**config.mk**
```make
export PLATFORM = sky130hd
export DESIGN_NAME = fac_fault_access
export DESIGN_NICKNAME = d
export VERILOG_FILES = /design/src/rtl/fac_fault_access.v /design/src/rtl/fac_priv_check.v
export VERILOG_INCLUDE_DIRS = /design/src /design/src/rtl
export SDC_FILE = /design/constraint.sdc
export NUM_CORES = 1
export LEC_CHECK = 0
export BUFFER_PORTS_ARGS = -buffer_cell sky130_fd_sc_hd__buf_2
export CAP_MARGIN = 20
export CORE_MARGIN = 5
export CORE_UTILIZATION = 60
export CTS_BUF_LIST = sky130_fd_sc_hd__clkbuf_4 sky130_fd_sc_hd__clkbuf_8 sky130_fd_sc_hd__clkbuf_16
export DETAILED_ROUTE_END_ITERATION = 7
export PLACE_DENSITY_LB_ADDON = 0.12
export SYNTH_ARGS = -nofsm -noshare
export SYNTH_HDL_FRONTEND = slang
export SYNTH_SLANG_ARGS = --single-unit
```
**constraint.sdc**
```tcl
create_clock -name sys_clk -period 5.8 [get_ports sys_clk]
set_input_delay 1.45 -clock sys_clk [delete_from_list [all_inputs] [get_ports sys_clk]]
set_output_delay 1.45 -clock sys_clk [all_outputs]
set_load 0.02 [all_outputs]
```
**src/rtl/fac_consts.vh**
```
// Register offsets, field positions, codes and reset values
`ifndef FAC_CONSTS_VH
`define FAC_CONSTS_VH
`define FAC_ADDR_W 4
`define FAC_OFS_PFA_S 4'h0
`define FAC_OFS_PFA_NS 4'h1
`define FAC_OFS_BEA 4'h2
`define FAC_OFS_CPC_S 4'h3
`define FAC_OFS_CPC_NS 4'h4
`define FAC_OFS_STATUS 4'h5
`define FAC_STS_PVALID_S 0
`define FAC_STS_PVALID_NS 1
`define FAC_STS_BVALID 2
`define FAC_FP1_LO 20
`define FAC_FP1_HI 21
`define FAC_FP2_LO 22
`define FAC_FP2_HI 23
`define FAC_CODE_DENY 2'h0
`define FAC_CODE_PRIV 2'h1
`define FAC_CODE_FULL 2'h3
`define FAC_ADDR_RST 32'h00000000
`define FAC_CPC_RST 32'h00000000
`endif

```
**src/rtl/fac_fault_access.v**
```verilog
// Fault address capture and coprocessor privilege control
// Register index map (word index on the register port)
//   0 protection fault address, secure bank
//   1 protection fault address, non-secure bank
//   2 bus error fault address, shared by both states
//   3 privilege control, secure bank
//   4 privilege control, non-secure bank
//   5 valid flags: bit 0 secure, bit 1 non-secure, bit 2 bus
//   others read zero, writes dropped
//
// Capture takes priority over a software write or a valid clear
// in the same cycle, so a fault is never lost to a racing handler.
// Handlers must read the address before the flag; a later fault
// may overwrite the address between the two reads.
//
// Without security states the non-secure banks are absent: they
// read zero, ignore writes, and every protection fault and access uses the
// secure bank.
//
// Privilege control layout
//   31:24 reserved, read zero
//   23:22 secondary float field, stored, not decoded
//   21:20 primary float field
//   19:16 reserved, read zero
//   15:0  eight two-bit coprocessor fields, m at 2m+1:2m
//
// Privilege codes
//   00 deny: every access raises the absent-coprocessor fault
//   01 privileged only: unprivileged access faults
//   10 reserved: treated as deny
//   11 full access
//
// Software should keep the secondary float field equal to the
// primary one; on a mismatch the stored bits read back as they
// were written.
//
// Fault capture inputs are single-cycle pulses from the core;
// the address beside each pulse is taken in that same cycle.
// Protection faults record the address that actually faulted,
// which for a split unaligned access may be any byte of it;
// bus errors record the address the instruction requested.
// Coprocessor verdicts are combinational from the request and
// the selected privilege bank, so they follow the request.
//
// Unmapped indices, reserved bits and absent units read zero and
// drop writes; nothing here raises an interrupt of its own.
//
// The valid-flag clears come from the status logic that owns the
// write-one-to-clear status bits; a clear in the cycle of a new
// fault loses to the fault.
//
// The plain strobed port and the placing of the registers were chosen for this implementation.
`timescale 1ns/100ps
`include "fac_consts.vh"
module fac_fault_access #(
  parameter HAS_FPU = 1,
  parameter HAS_SECURITY = 1,
  parameter [7:0] CP_PRESENT = 8'hff
) (
  // Clock and reset
  input wire sys_clk,
  input wire nrst,
  // Register port
  input wire [`FAC_ADDR_W-1:0] reg_addr,
  input wire [31:0] reg_wdata,
  input wire reg_wr,
  input wire reg_rd,
  output wire [31:0] reg_rdata,
  // Protection fault report
  input wire prot_fault,
  input wire prot_fault_secure,
  input wire [31:0] prot_actual_addr,
  // Bus error report
  input wire bus_fault,
  input wire [31:0] bus_req_addr,
  // Valid flag clears from the fault status logic
  input wire prot_valid_clr_s,
  input wire prot_valid_clr_ns,
  input wire bus_valid_clr,
  // Coprocessor access request
  input wire cp_req,
  input wire cp_is_float,
  input wire [2:0] cp_num,
  input wire cp_privileged,
  input wire cp_secure,
  output wire cp_grant,
  output wire cp_absent_fault,
  // Valid flags out
  output wire protection_address_valid_s,
  output wire protection_address_valid_ns,
  output wire bus_error_address_valid
);
  // Address, flag and privilege state
  reg [31:0] pfa_s_q;
  reg [31:0] pfa_ns_q;
  reg [31:0] bea_q;
  reg [31:0] cpc_s_q;
  reg [31:0] cpc_ns_q;
  reg pv_s_q;
  reg pv_ns_q;
  reg bv_q;

  // Read path
  reg [31:0] rdata_q;
  reg [31:0] rdata_d;

  // Mask and decode nets
  wire [31:0] cpc_mask;
  wire [31:0] cpc_w;
  wire ns_fault;
  wire [31:0] cpc_sel;
  wire [1:0] code;
  wire present;
  wire [15:0] cp_pmask;
  wire wr_pfa_s;
  wire wr_pfa_ns;
  wire wr_bea;

  // Write decode for privilege banks
  wire wr_cpc_s;
  wire wr_cpc_ns;

  // Bank steering and field decode
  wire s_fault;
  wire sec_on;
  wire [1:0] fp_code;
  wire [1:0] cp_code;
  wire [3:0] fp_mask;
  wire [31:0] pfa_ns_rd;
  wire [31:0] cpc_ns_rd;
  wire [31:0] status_word;

  // Next values
  reg [31:0] pfa_s_d;
  reg [31:0] pfa_ns_d;
  reg [31:0] bea_d;
  reg pv_s_d;
  reg pv_ns_d;
  reg bv_d;
  reg [31:0] cpc_s_d;
  reg [31:0] cpc_ns_d;

  // Writable bits: implemented coprocessors, float fields if present
  genvar m;
  generate
    for (m = 0; m < 8; m = m + 1) begin : g_cp
      assign cp_pmask[2*m+1:2*m] = {2{CP_PRESENT[m]}};
    end
  endgenerate
  // Float fields writable only with a float unit
  assign fp_mask = {4{HAS_FPU != 0}};
  // Secondary float field stored as written
  assign cpc_mask = {8'h00, fp_mask, 4'h0, cp_pmask};
  assign cpc_w = reg_wdata & cpc_mask;

  // Security states present; non-secure banks exist only then
  assign sec_on = (HAS_SECURITY != 0);
  // Fault bank steering: secure bank unless a non-secure fault
  assign ns_fault = sec_on && !prot_fault_secure;
  assign s_fault = prot_fault && !ns_fault;
  // Write decode, one strobe per writable register
  assign wr_pfa_s = reg_wr && (reg_addr == `FAC_OFS_PFA_S);
  assign wr_pfa_ns = reg_wr && (reg_addr == `FAC_OFS_PFA_NS) && sec_on;
  assign wr_bea = reg_wr && (reg_addr == `FAC_OFS_BEA);
  assign wr_cpc_s = reg_wr && (reg_addr == `FAC_OFS_CPC_S);
  assign wr_cpc_ns = reg_wr && (reg_addr == `FAC_OFS_CPC_NS) && sec_on;

  // Secure protection bank next value
  // Capture beats a same-cycle write or clear
  always @* begin
    pfa_s_d = pfa_s_q;
    pv_s_d = pv_s_q;
    if (s_fault) begin
      pfa_s_d = prot_actual_addr;
      pv_s_d = 1'b1;
    end else begin
      if (wr_pfa_s) begin
        pfa_s_d = reg_wdata;
      end
      if (prot_valid_clr_s) begin
        pv_s_d = 1'b0;
      end
    end
  end

  // Non-secure protection bank next value
  // Only reached when security states exist
  always @* begin
    pfa_ns_d = pfa_ns_q;
    pv_ns_d = pv_ns_q;
    if (prot_fault && ns_fault) begin
      pfa_ns_d = prot_actual_addr;
      pv_ns_d = 1'b1;
    end else begin
      if (wr_pfa_ns) begin
        pfa_ns_d = reg_wdata;
      end
      if (prot_valid_clr_ns) begin
        pv_ns_d = 1'b0;
      end
    end
  end

  // Shared bus error address next value
  // Requested address, whichever state faulted
  always @* begin
    bea_d = bea_q;
    bv_d = bv_q;
    if (bus_fault) begin
      bea_d = bus_req_addr;
      bv_d = 1'b1;
    end else begin
      if (wr_bea) begin
        bea_d = reg_wdata;
      end
      if (bus_valid_clr) begin
        bv_d = 1'b0;
      end
    end
  end

  // Fault address and valid flag registers, one update
  // so a flag never runs ahead of its address
  always @(posedge sys_clk) begin
    if (!nrst) begin
      pfa_s_q <= `FAC_ADDR_RST;
      pfa_ns_q <= `FAC_ADDR_RST;
      bea_q <= `FAC_ADDR_RST;
      pv_s_q <= 1'b0;
      pv_ns_q <= 1'b0;
      bv_q <= 1'b0;
    end else begin
      pfa_s_q <= pfa_s_d;
      pfa_ns_q <= pfa_ns_d;
      bea_q <= bea_d;
      pv_s_q <= pv_s_d;
      pv_ns_q <= pv_ns_d;
      bv_q <= bv_d;
    end
  end

  // Privilege control next values, masked writes
  always @* begin
    cpc_s_d = cpc_s_q;
    cpc_ns_d = cpc_ns_q;
    if (wr_cpc_s) begin
      cpc_s_d = cpc_w;
    end
    if (wr_cpc_ns) begin
      cpc_ns_d = cpc_w;
    end
  end

  // Privilege control banks
  always @(posedge sys_clk) begin
    if (!nrst) begin
      cpc_s_q <= `FAC_CPC_RST;
      cpc_ns_q <= `FAC_CPC_RST;
    end else begin
      cpc_s_q <= cpc_s_d;
      cpc_ns_q <= cpc_ns_d;
    end
  end

  // Bank select by the requester's security state
  assign cpc_sel = (sec_on && !cp_secure) ? cpc_ns_q : cpc_s_q;
  // Float decision reads the primary field; secondary ignored
  assign fp_code = cpc_sel[`FAC_FP1_HI:`FAC_FP1_LO];
  // Coprocessor field m sits at bits 2m+1:2m
  assign cp_code = cpc_sel[{cp_num, 1'b1} -: 2];
  assign code = cp_is_float ? fp_code : cp_code;
  // Absent units always refuse
  assign present = cp_is_float ? (HAS_FPU != 0) :
    CP_PRESENT[cp_num];

  // Privilege verdict for the selected field
  fac_priv_check u_check (
    .code(code),
    .present(present),
    .privileged(cp_privileged),
    .request(cp_req),
    .grant(cp_grant),
    .fault(cp_absent_fault)
  );

  // Absent non-secure banks read zero
  assign pfa_ns_rd = sec_on ? pfa_ns_q : 32'h00000000;
  assign cpc_ns_rd = sec_on ? cpc_ns_q : 32'h00000000;

  // Valid flags as seen by software
  assign status_word = {29'h0, bv_q, pv_ns_q, pv_s_q};

  // Read mux, data one cycle after the strobe
  always @* begin
    rdata_d = 32'h00000000;
    case (reg_addr)
      `FAC_OFS_PFA_S: rdata_d = pfa_s_q;
      `FAC_OFS_PFA_NS: rdata_d = pfa_ns_rd;
      `FAC_OFS_BEA: rdata_d = bea_q;
      `FAC_OFS_CPC_S: rdata_d = cpc_s_q;
      `FAC_OFS_CPC_NS: rdata_d = cpc_ns_rd;
      `FAC_OFS_STATUS: rdata_d = status_word;
      default: rdata_d = 32'h00000000;
    endcase
  end

  // Read data register: stands one cycle, zero otherwise
  always @(posedge sys_clk) begin
    if (!nrst) begin
      rdata_q <= 32'h00000000;
    end else if (reg_rd) begin
      rdata_q <= rdata_d;
    end else begin
      rdata_q <= 32'h00000000;
    end
  end

  // Read data and flags to the status logic
  assign reg_rdata = rdata_q;
  assign protection_address_valid_s = pv_s_q;
  assign protection_address_valid_ns = pv_ns_q;
  assign bus_error_address_valid = bv_q;
endmodule // fac_fault_access

```
**src/rtl/fac_priv_check.v**
```verilog
// Privilege code decode: grants or refuses one access
`timescale 1ns/100ps
`include "fac_consts.vh"
module fac_priv_check (
  // Field and request
  input wire [1:0] code,
  input wire present,
  input wire privileged,
  input wire request,
  // Verdict
  output wire grant,
  output wire fault
);
  // Absent units refuse; full grants all, privileged-only needs privilege, others refuse
  wire ok;
  assign ok = present && ((code == `FAC_CODE_FULL) ||
    ((code == `FAC_CODE_PRIV) && privileged));
  assign grant = request && ok;
  assign fault = request && !ok;
endmodule // fac_priv_check

```
==> results.ini, run 1 <==
[status]
status = complete, no violations

[sta]
tightest_slew_ps = 981
fmax_ghz = 0.220
fin_skew_ps = 6.42
setup_violations = 0
rsz0062_at_grt = no
period_needed_ps = 4550
setup_ws_ps = 1250
relSlewSlack_pct = 34.3
fin_crit_sh_pct = 78.4
timing_hold_violations_final = 0
drv_slew = 0
fin_tns_setup_ps = 0

[layout]
syn_to_final_growth_pct = 17.7
diodes = 0
final_area_mm2 = 0.00934
fin_nets = 1130
final_common_cell = nand2_1
final_cell_mix = 215 x nand2_1, 171 x dfxtp_1, 152 x buf_2
drive_above_1_share_pct = 21.4

[route]
wire_per_inst_um = 19.1
routed_wl_um = 23000
dr.first_iter.drc_count = 717
drcViolationCount = 0
antenna_left = 0
viasPerCell = 6.00
firstDrtPassIters = 5
vias = 7216

[job]
maxCapViolCount = 0

[setup_path]
critPathKind = in2out
cp-end-kind = output pin
critical-path-max-stage-delay_ps = 410
arrival_ps = 3100
path_buf_inv = 2
crit_chain = buf_2 -> mux2_2 -> a21oi_1 -> nand2_1 -> a22oi_1 -> and3_1 -> buf_2
crit_family = buffers and inverters
cp_slowest_cell = mux2_2
cp_max_fo = 20
startpoint_type = input pin
worst_path_most_repeated_cell = buf_2
critPathRequiredTime_ps = 4350

[clock_network]
cts_hold_buf = 0
numCtsBuffers = 17
cts_resized = 0
cts.sinks = 171
insertion_delay_ps = 420
post_cts.repair.setup_buffers = 0
clk_pin_slew_worst_paths_ps = 60
clk_path_buf_depth = 2
cts_root_buffer = clkbuf_16
cts_tree = built
htreeDepth = 4

[synth]
synth-adder-area-share_pct = 0
synth_mux_area_share_pct = 11.1
synth_compound_area_share_pct = 22.5
synth-seq-cells = 171
synthSimpleGateAreaFrac_pct = 19.2
synth_top_family_by_area = compound AO/OA/AOI/OAI gates
yosysSeqAreaShare_pct = 43.1
syn_area_per_cell_um2 = 8.74
synth_xor_xnor_area_share_pct = 0
synth_nets = 1026
ys_types = 36
ys_warn_count = 0
synth_cells = 909
syn_area_mm2 = 0.00794

[pwr]
p_leak_nw = 4.45
max-vdd-ir-drop_v = 0.000282
p_per_area_mw_per_mm2 = 285

[global_routing]
grt_pass1_vias = 7145
grt_overflow = 0
track_usage_pct = 28.7
grt_max_degree = 72
antenna_found_initial = 0
grt_pass1_wl_um = 36400

[placement]
portBuffers = 153
placed_area_mm2 = 0.00873
dp_hpwl_um = 13400
dp_slack_ps = 1270
gp_congestion = 0.858

[floorplanning]
die_w_um = 125
rows = 42
coreArea_mm2 = 0.0131
boundaryPins = 154
start_util_pct = 60.7
die-height_um = 125
die_area_mm2 = 0.0156

[min_path]
hold_class = reg2reg

==> metrics by stage <==
step / total power [mW] / std cells / hold slack [ps] / utilization (%)
3_3_place_gp: 1.55 / 1169 / 440 / 66.7
3_5_place_dp: 1.56 / 1169 / 444 / 66.7
5_1_grt: 2.76 / 1202 / 476 / 71.4
2_1_floorplan: 1.45 / 909 / 432 / -
6_report: 2.66 / 1202 / 457 / 71.4
4_1_cts: 2.67 / 1201 / 453 / 71.3
==> registers in the layout, summed over array words and instances (netlist names) <==
register                     flops
protection_address_valid_s       1
protection_address_valid_ns      1
pfa_s_q                         32
reg_rdata                       32
bus_error_address_valid          1
pfa_ns_q                        32
cpc_s_q                         20
cpc_ns_q                        20
bea_q                           32
==> Yosys cell counts <==
cell	instances	area (µm²)
nand2b_1	3	18.8
o21a_1	2	15.0
a2111oi_0	2	17.5
nand4b_1	1	8.76
nor3_1	3	15.0
nor4b_2	1	15.0
o21ai_1	2	10.0
o22ai_1	2	12.5
dfxtp_1	171	3420
nor3b_1	1	7.51
clkbuf_1	58	218
mux2i_1	72	721
a21oi_1	14	70.1
nand2_1	217	815
nor2b_1	6	37.5
nand3_1	64	320
a32oi_1	2	17.5
buf_2	21	105
nor2_1	2	7.51
and3_1	1	6.26
buf_1	3	11.3
a31oi_1	20	125
and4bb_2	1	12.5
a22oi_1	50	375
and2_1	34	213
o211a_1	64	641
nor4b_1	1	8.76
nor4b_4	1	23.8
a221oi_1	1	8.76
nor4_2	1	12.5
o211ai_1	1	7.51
a21boi_0	42	315
o21ai_0	32	160
mux4_2	2	45.0
a21o_1	1	7.51
mux2_2	10	113
==> cells by family after synthesis <==
logic type	Yosys count
AND/OR/NAND/NOR	337
AO/OA/AOI/OAI	235
flip-flops	171
multiplexers	84
buffers and inverters	82
==> cell type report <==
class	count	area, µm²
repair buffers	167	886
multi-input cells	656	4220
clock inverters	6	57.6
flip-flops and latches	171	3420
well taps	176	220
fillers	1059	3740
clock buffers	26	537
==> where the power goes <==
group          switching (mW)  internal, mW
combinational           0.166         0.120
clock                   0.440         0.678
sequential             0.0288          1.23
total                   0.635          2.02
==> routing by layer <==
| metal | track usage [%] | part of all wire [%] | routed length (µm) |
|---|---|---|---|
| met5 | 0 | 0 | 0 |
| met4 | 13.3 | 2.7 | 618 |
| met3 | 6.48 | 8.0 | 1840 |
| met2 | 47.4 | 47 | 10900 |
| met1 | 35.7 | 42 | 9640 |
==> worst paths after layout <==
kind | startpoint | to | slack [ps] | cells after the start
max | cp_secure | cp_absent_fault | 1250 | 7
min | pfa_s_q[19] | reg_rdata[19] | 460 | 2
max reg2reg | pfa_s_q[0] | reg_rdata[0] | 4640 | 5
min reg2reg | pfa_s_q[19] | reg_rdata[19] | 460 | 2
==> worst min-delay path, delay by kind of cell, from the launching register on <==
kind | cells | cell delay, ps
AO/OA/AOI/OAI | 1 | 50
flip-flops | 1 | 310
AND/OR/NAND/NOR | 1 | 50
No activity file was read; power rests on OpenSTA's default activity.
==> inputs of run 2 (changes only) <==
- CORE_UTILIZATION: 60 -> 55
- clock period: 5.8 -> 4.44 ns (I/O delays scaled with it)
==> run 2 against run 1 <==
  * Global-route usage down 1.6 points
  * Register-to-register slack got worse by 1300 ps
  * Clock-buffer cell count fell by 5
  * Sequential power grew 30%
  * Final cell count grew 0.75%
  * Clock skew about the same
  * Largest power group unchanged
==> results.ini, run 2 (synthesis gave the netlist of run 1 again) <==
[status]
status = complete, no violations  ; unchanged

[setup_path]
arrival_ps = 2750  ; was 3100 ps
r2r_cells = 5  ; unchanged
critPathKind = in2out  ; unchanged
crit_chain = buf_2 -> mux2_2 -> a21oi_1 -> nand2_1 -> a22oi_1 -> and3_1 -> buf_2  ; unchanged
r2r_setup_slack_ps = 3320  ; was 4640 ps
crit_family = buffers and inverters  ; unchanged
cp_max_fo = 20  ; unchanged
critical-path-max-stage-delay_ps = 400  ; was 410 ps
startpoint_type = input pin  ; unchanged
path_depth = 7  ; unchanged
cp-end-kind = output pin  ; unchanged
critPathRequiredTime_ps = 3330  ; was 4350 ps
cp_slowest_cell = mux2_2  ; unchanged
worst_path_most_repeated_cell = buf_2  ; unchanged
path_buf_inv = 2  ; unchanged

[route]
antenna_left = 0  ; unchanged
dr.first_iter.drc_count = 572  ; was 717
firstDrtPassIters = 8  ; was 5
viasPerCell = 5.93  ; was 6.00
drcViolationCount = 0  ; unchanged
routed_wl_um = 23000  ; about the same
vias = 7187  ; was 7216
wire_per_inst_um = 19.0  ; was 19.1 µm

[global_routing]
grt_pass1_wl_um = 36100  ; was 36400 µm
grt_pass1_vias = 6967  ; was 7145
grt_overflow = 0  ; unchanged
antenna_found_initial = 1  ; was 0
track_usage_pct = 27.1  ; was 28.7%
grt_max_degree = 91  ; was 72

[sta]
timing_hold_violations_final = 0  ; unchanged
fin_tns_setup_ps = 0  ; unchanged
fin_skew_ps = 6.47  ; was 6.42 ps
period_needed_ps = 3860
rsz0062_at_grt = no  ; unchanged
fmax_ghz = 0.259
relSlewSlack_pct = 36.7  ; was 34.3%
drv_slew = 0  ; unchanged
hold_slack_ps = 462  ; was 457 ps
setup_violations = 0  ; unchanged
setup_ws_ps = 583  ; was 1250 ps
tightest_slew_ps = 949  ; was 981 ps
fin_crit_sh_pct = 86.9

[floorplanning]
rows = 44  ; was 42
die-height_um = 130  ; was 125 µm
die_area_mm2 = 0.0169  ; was 0.0156 mm²
start_util_pct = 55.3  ; was 60.7%
boundaryPins = 154  ; unchanged
die_w_um = 130  ; was 125 µm
coreArea_mm2 = 0.0144  ; was 0.0131 mm²

[layout]
fillers = 1259  ; was 1059
final_cell_mix = 215 x nand2_1, 171 x dfxtp_1, 152 x buf_2  ; unchanged
multi_input_area_mm2 = 0.00422  ; unchanged
final_area_mm2 = 0.00940  ; was 0.00934 mm²
drive_above_1_share_pct = 21.5  ; was 21.4%
diodes = 0  ; unchanged
seqCellArea_mm2 = 0.00342  ; unchanged
final_common_cell = nand2_1  ; unchanged
syn_to_final_growth_pct = 18.3  ; was 17.7%
fin_nets = 1131  ; was 1130

[clock_network]
insertion_delay_ps = 420  ; about the same
cts_hold_buf = 0  ; unchanged
cts.sinks = 171  ; unchanged
cts_root_buffer = clkbuf_16  ; unchanged
post_cts.repair.setup_buffers = 0  ; unchanged
clk_pin_slew_worst_paths_ps = 60  ; about the same
numCtsBuffers = 17  ; unchanged
cts_resized = 0  ; unchanged
clk_path_buf_depth = 2  ; unchanged
cts_tree = built  ; unchanged
htreeDepth = 4  ; unchanged

[placement]
portBuffers = 153  ; unchanged
gp_congestion = 0.902  ; was 0.858
dp_hpwl_um = 14000  ; was 13400 µm
placed_area_mm2 = 0.00878  ; was 0.00873 mm²
dp_slack_ps = 568  ; was 1270 ps

[pwr]
p_per_area_mw_per_mm2 = 378  ; was 285 mW/mm²
max-vdd-ir-drop_v = 0.000280  ; was 0.000282 V
p_leak_nw = 4.46  ; was 4.45 nW

[min_path]
whs_path_depth = 2  ; unchanged
hold_class = reg2reg  ; unchanged

[job]
maxCapViolCount = 0  ; unchanged

-- run 2: cell count changes in the layout (fill, tap and decap cells not counted) --
cell,delta
clkbuf_4,-1
clkbuf_8,-4
buf_12,+1
clkinv_4,+2
bufinv_16,+2
clkinvlp_4,+1
-- run 2: area by class of cell --
class	count	area share [%]
Multi-Input combinational cell	656	44.9
Tap cell	184	2.45
Sequential cell	171	36.4
Clock inverter	11	1.52
Timing Repair Buffer	168	9.64
Clock buffer	21	5.05
-- run 2: power breakdown --
part	switching, mW	internal, mW	leakage, nW
registers	0.0375	1.60	1.40
logic	0.214	0.158	2.76
clock network	0.605	0.934	0.302
-- run 2: path summary, 6_finish.rpt --
path                             startpoint              end
worst max-delay path              cp_secure  cp_absent_fault
worst min-delay path            pfa_s_q[25]    reg_rdata[25]
worst max register to register   pfa_s_q[0]     reg_rdata[0]
worst min register to register  pfa_s_q[25]    reg_rdata[25]
-- run 2: worst reg2reg max path, stage by stage, from the launching register on --
cell and delay, ps:
dfxtp_1 320, nor3b_1 130, a31oi_1 170, nor3_1 80, a221oi_1 210, a21oi_1 90
-- run 2: per-layer routing --
layer | GRT usage (%) | share of wire, %
met1 | 35.0 | 43
met2 | 46.1 | 48
met3 | 5.57 | 6.9
met4 | 7.52 | 1.6
met5 | 0 | 0.057
-- run 2: through the flow --
| stage | power [mW] | instances | utilization [%] |
|---|---|---|---|
| floorplan | 1.89 | 909 | - |
| CTS | 3.56 | 1211 | 65.4 |
| detailed placement | 2.04 | 1179 | 61.1 |
| finish | 3.55 | 1211 | 65.4 |
| global route | 3.67 | 1211 | 65.4 |
| global placement | 2.03 | 1179 | 61.1 |
==> inputs of run 3 (changes only) <==
- CORE_UTILIZATION: 55 -> 40
==> run 3 against run 2 <==
  * Design area rose by 1.1%
  * Worst hold slack worse by 8.1 ps
  * Sequential share of layout area down 0.38 points
  * Highest routed layer is now met4
  * Non-clock buffer count rose by 3
  * Final cell count rose by 6.8%
  * Critical path type unchanged
  * Utilization is 17 points lower
  * Critical endpoint unchanged
  * Die area grew 34%
  * Routed wire length increased by 8.6%
==> results.ini, run 3 (synthesis gave the netlist of run 1 again) <==
[route]
wire_per_inst_um = 19.3  ; was 19.0 µm
dr.first_iter.drc_count = 460  ; was 572
antenna_left = 0  ; unchanged
drcViolationCount = 0  ; unchanged
viasPerCell = 5.48  ; was 5.93
firstDrtPassIters = 5  ; was 8
vias = 7086  ; was 7187
routed_wl_um = 25000  ; was 23000 µm

[sta]
fin_tns_setup_ps = 0  ; unchanged
timing_hold_violations_final = 0  ; unchanged
relSlewSlack_pct = 36.4  ; was 36.7%
setup_ws_ps = 516  ; was 583 ps
setup_violations = 0  ; unchanged
fin_crit_sh_pct = 88.4  ; was 86.9%
fmax_ghz = 0.255  ; was 0.259 GHz
fin_skew_ps = 9.96  ; was 6.47 ps
rsz0062_at_grt = no  ; unchanged
period_needed_ps = 3920  ; was 3860 ps
tightest_slew_ps = 952  ; was 949 ps
drv_slew = 0  ; unchanged

[placement]
portBuffers = 153  ; unchanged
dp_slack_ps = 541  ; was 568 ps
place_inst = 1263  ; was 1179
gp_congestion = 0.827  ; was 0.902
dp_hpwl_um = 15800  ; was 14000 µm

[layout]
drive_above_1_share_pct = 21.6  ; was 21.5%
fin_nets = 1134  ; was 1131
diodes = 0  ; unchanged
final_cell_mix = 215 x nand2_1, 171 x dfxtp_1, 152 x buf_2  ; unchanged
final_common_cell = nand2_1  ; unchanged
finalNonFillerCells = 1293  ; was 1211
syn_to_final_growth_pct = 19.6  ; was 18.3%

[setup_path]
startpoint_type = input pin  ; unchanged
cp_max_fo = 20  ; unchanged
r2r_cells = 5  ; unchanged
arrival_ps = 2810  ; was 2750 ps
critPathKind = in2out  ; unchanged
r2r_setup_slack_ps = 3290  ; was 3320 ps
cp-end-kind = output pin  ; unchanged
regToRegEndpoint = reg_rdata[0]  ; unchanged
crit_end = cp_absent_fault  ; unchanged
critPathRequiredTime_ps = 3330  ; about the same
r2r_start = pfa_s_q[0]  ; unchanged
startpoint = cp_secure  ; unchanged

[clock_network]
cts.sinks = 171  ; unchanged
cts_hold_buf = 0  ; unchanged
numCtsBuffers = 17  ; unchanged
insertion_delay_ps = 430  ; was 420 ps
cts_tree = built  ; unchanged
cts_resized = 0  ; unchanged
htreeDepth = 4  ; unchanged
post_cts.repair.setup_buffers = 0  ; unchanged
clk_path_buf_depth = 2  ; unchanged
clk_pin_slew_worst_paths_ps = 60  ; about the same
cts_root_buffer = clkbuf_16  ; unchanged

[global_routing]
met1_usage_pct = 30.3  ; was 35.0%
grt_overflow = 0  ; unchanged
grt_pass1_wl_um = 39000  ; was 36100 µm
antenna_found_initial = 0  ; was 1
globalRouteMet2Util_pct = 35.6  ; was 46.1%
grt_use_met3_pct = 4.79  ; was 5.57%
track_usage_pct = 21.9  ; was 27.1%
grt_pass1_vias = 6935  ; was 6967
top_usage_layer = met2  ; unchanged
grt_max_degree = 60  ; was 91

[pwr]
p_leak_nw = 4.46  ; about the same
p_per_area_mw_per_mm2 = 375  ; was 378 mW/mm²
max-vdd-ir-drop_v = 0.000305  ; was 0.000280 V

[min_path]
hold_class = reg2reg  ; unchanged

[floorplanning]
die-height_um = 151  ; was 130 µm
die_w_um = 151  ; was 130 µm
rows = 51  ; was 44
start_util_pct = 40.7  ; was 55.3%
die_area_mm2 = 0.0228  ; was 0.0169 mm²
coreArea_mm2 = 0.0195  ; was 0.0144 mm²
boundaryPins = 154  ; unchanged

[status]
status = complete, no violations  ; unchanged

[job]
maxCapViolCount = 0  ; unchanged

==> run 3: power breakdown <==
group / total [mW] / leakage [nW] / internal, mW / switching (mW)
clock: 1.54 / 0.295 / 0.941 / 0.599
combinational: 0.378 / 2.77 / 0.158 / 0.220
sequential: 1.64 / 1.40 / 1.60 / 0.0368
==> run 3: worst min path at each step <==
stage | slack (ps) | startpoint | cells past startpoint | to
2_1_floorplan | 430 | pfa_s_q[16] | 2 | reg_rdata[16]
3_3_place_gp | 440 | pfa_s_q[31] | 2 | reg_rdata[31]
3_5_place_dp | 450 | pfa_s_q[31] | 2 | reg_rdata[31]
4_1_cts | 450 | pfa_s_q[31] | 2 | reg_rdata[31]
5_1_grt | 480 | pfa_s_q[31] | 2 | reg_rdata[31]
6_report | 450 | pfa_s_q[31] | 2 | reg_rdata[31]
==> run 3: area by class of cell <==
class / count / area (µm²)
well taps: 265 / 332
clock inverters: 7 / 115
clock buffers: 23 / 489
multi-input cells: 656 / 4220
repair buffers: 171 / 916
flip-flops and latches: 171 / 3420
fillers: 1966 / 10000
==> run 3: critical path: stages <==
cell and delay, ps:
buf_2 400, mux2_2 410, a21oi_1 200, nand2_1 70, a22oi_1 280, and3_1 190
buf_2 160
==> run 3: per-layer routing <==
metal  up-vias  part of all wire (%)
li1       3445                     -
met1      3416                    47
met2       215                    47
met3        10                   5.4
met4         0                  0.67
met5         -                     0
==> run 3: stage by stage <==
stage | cell area, µm² | power [mW] | hold WS [ps] | util [%]
2_1_floorplan | 7940 | 1.89 | 432 | -
3_3_place_gp | 8890 | 2.05 | 445 | 45.5
3_5_place_dp | 8890 | 2.05 | 448 | 45.5
4_1_cts | 9500 | 3.59 | 455 | 48.6
5_1_grt | 9500 | 3.69 | 478 | 48.6
6_report | 9500 | 3.56 | 454 | 48.6
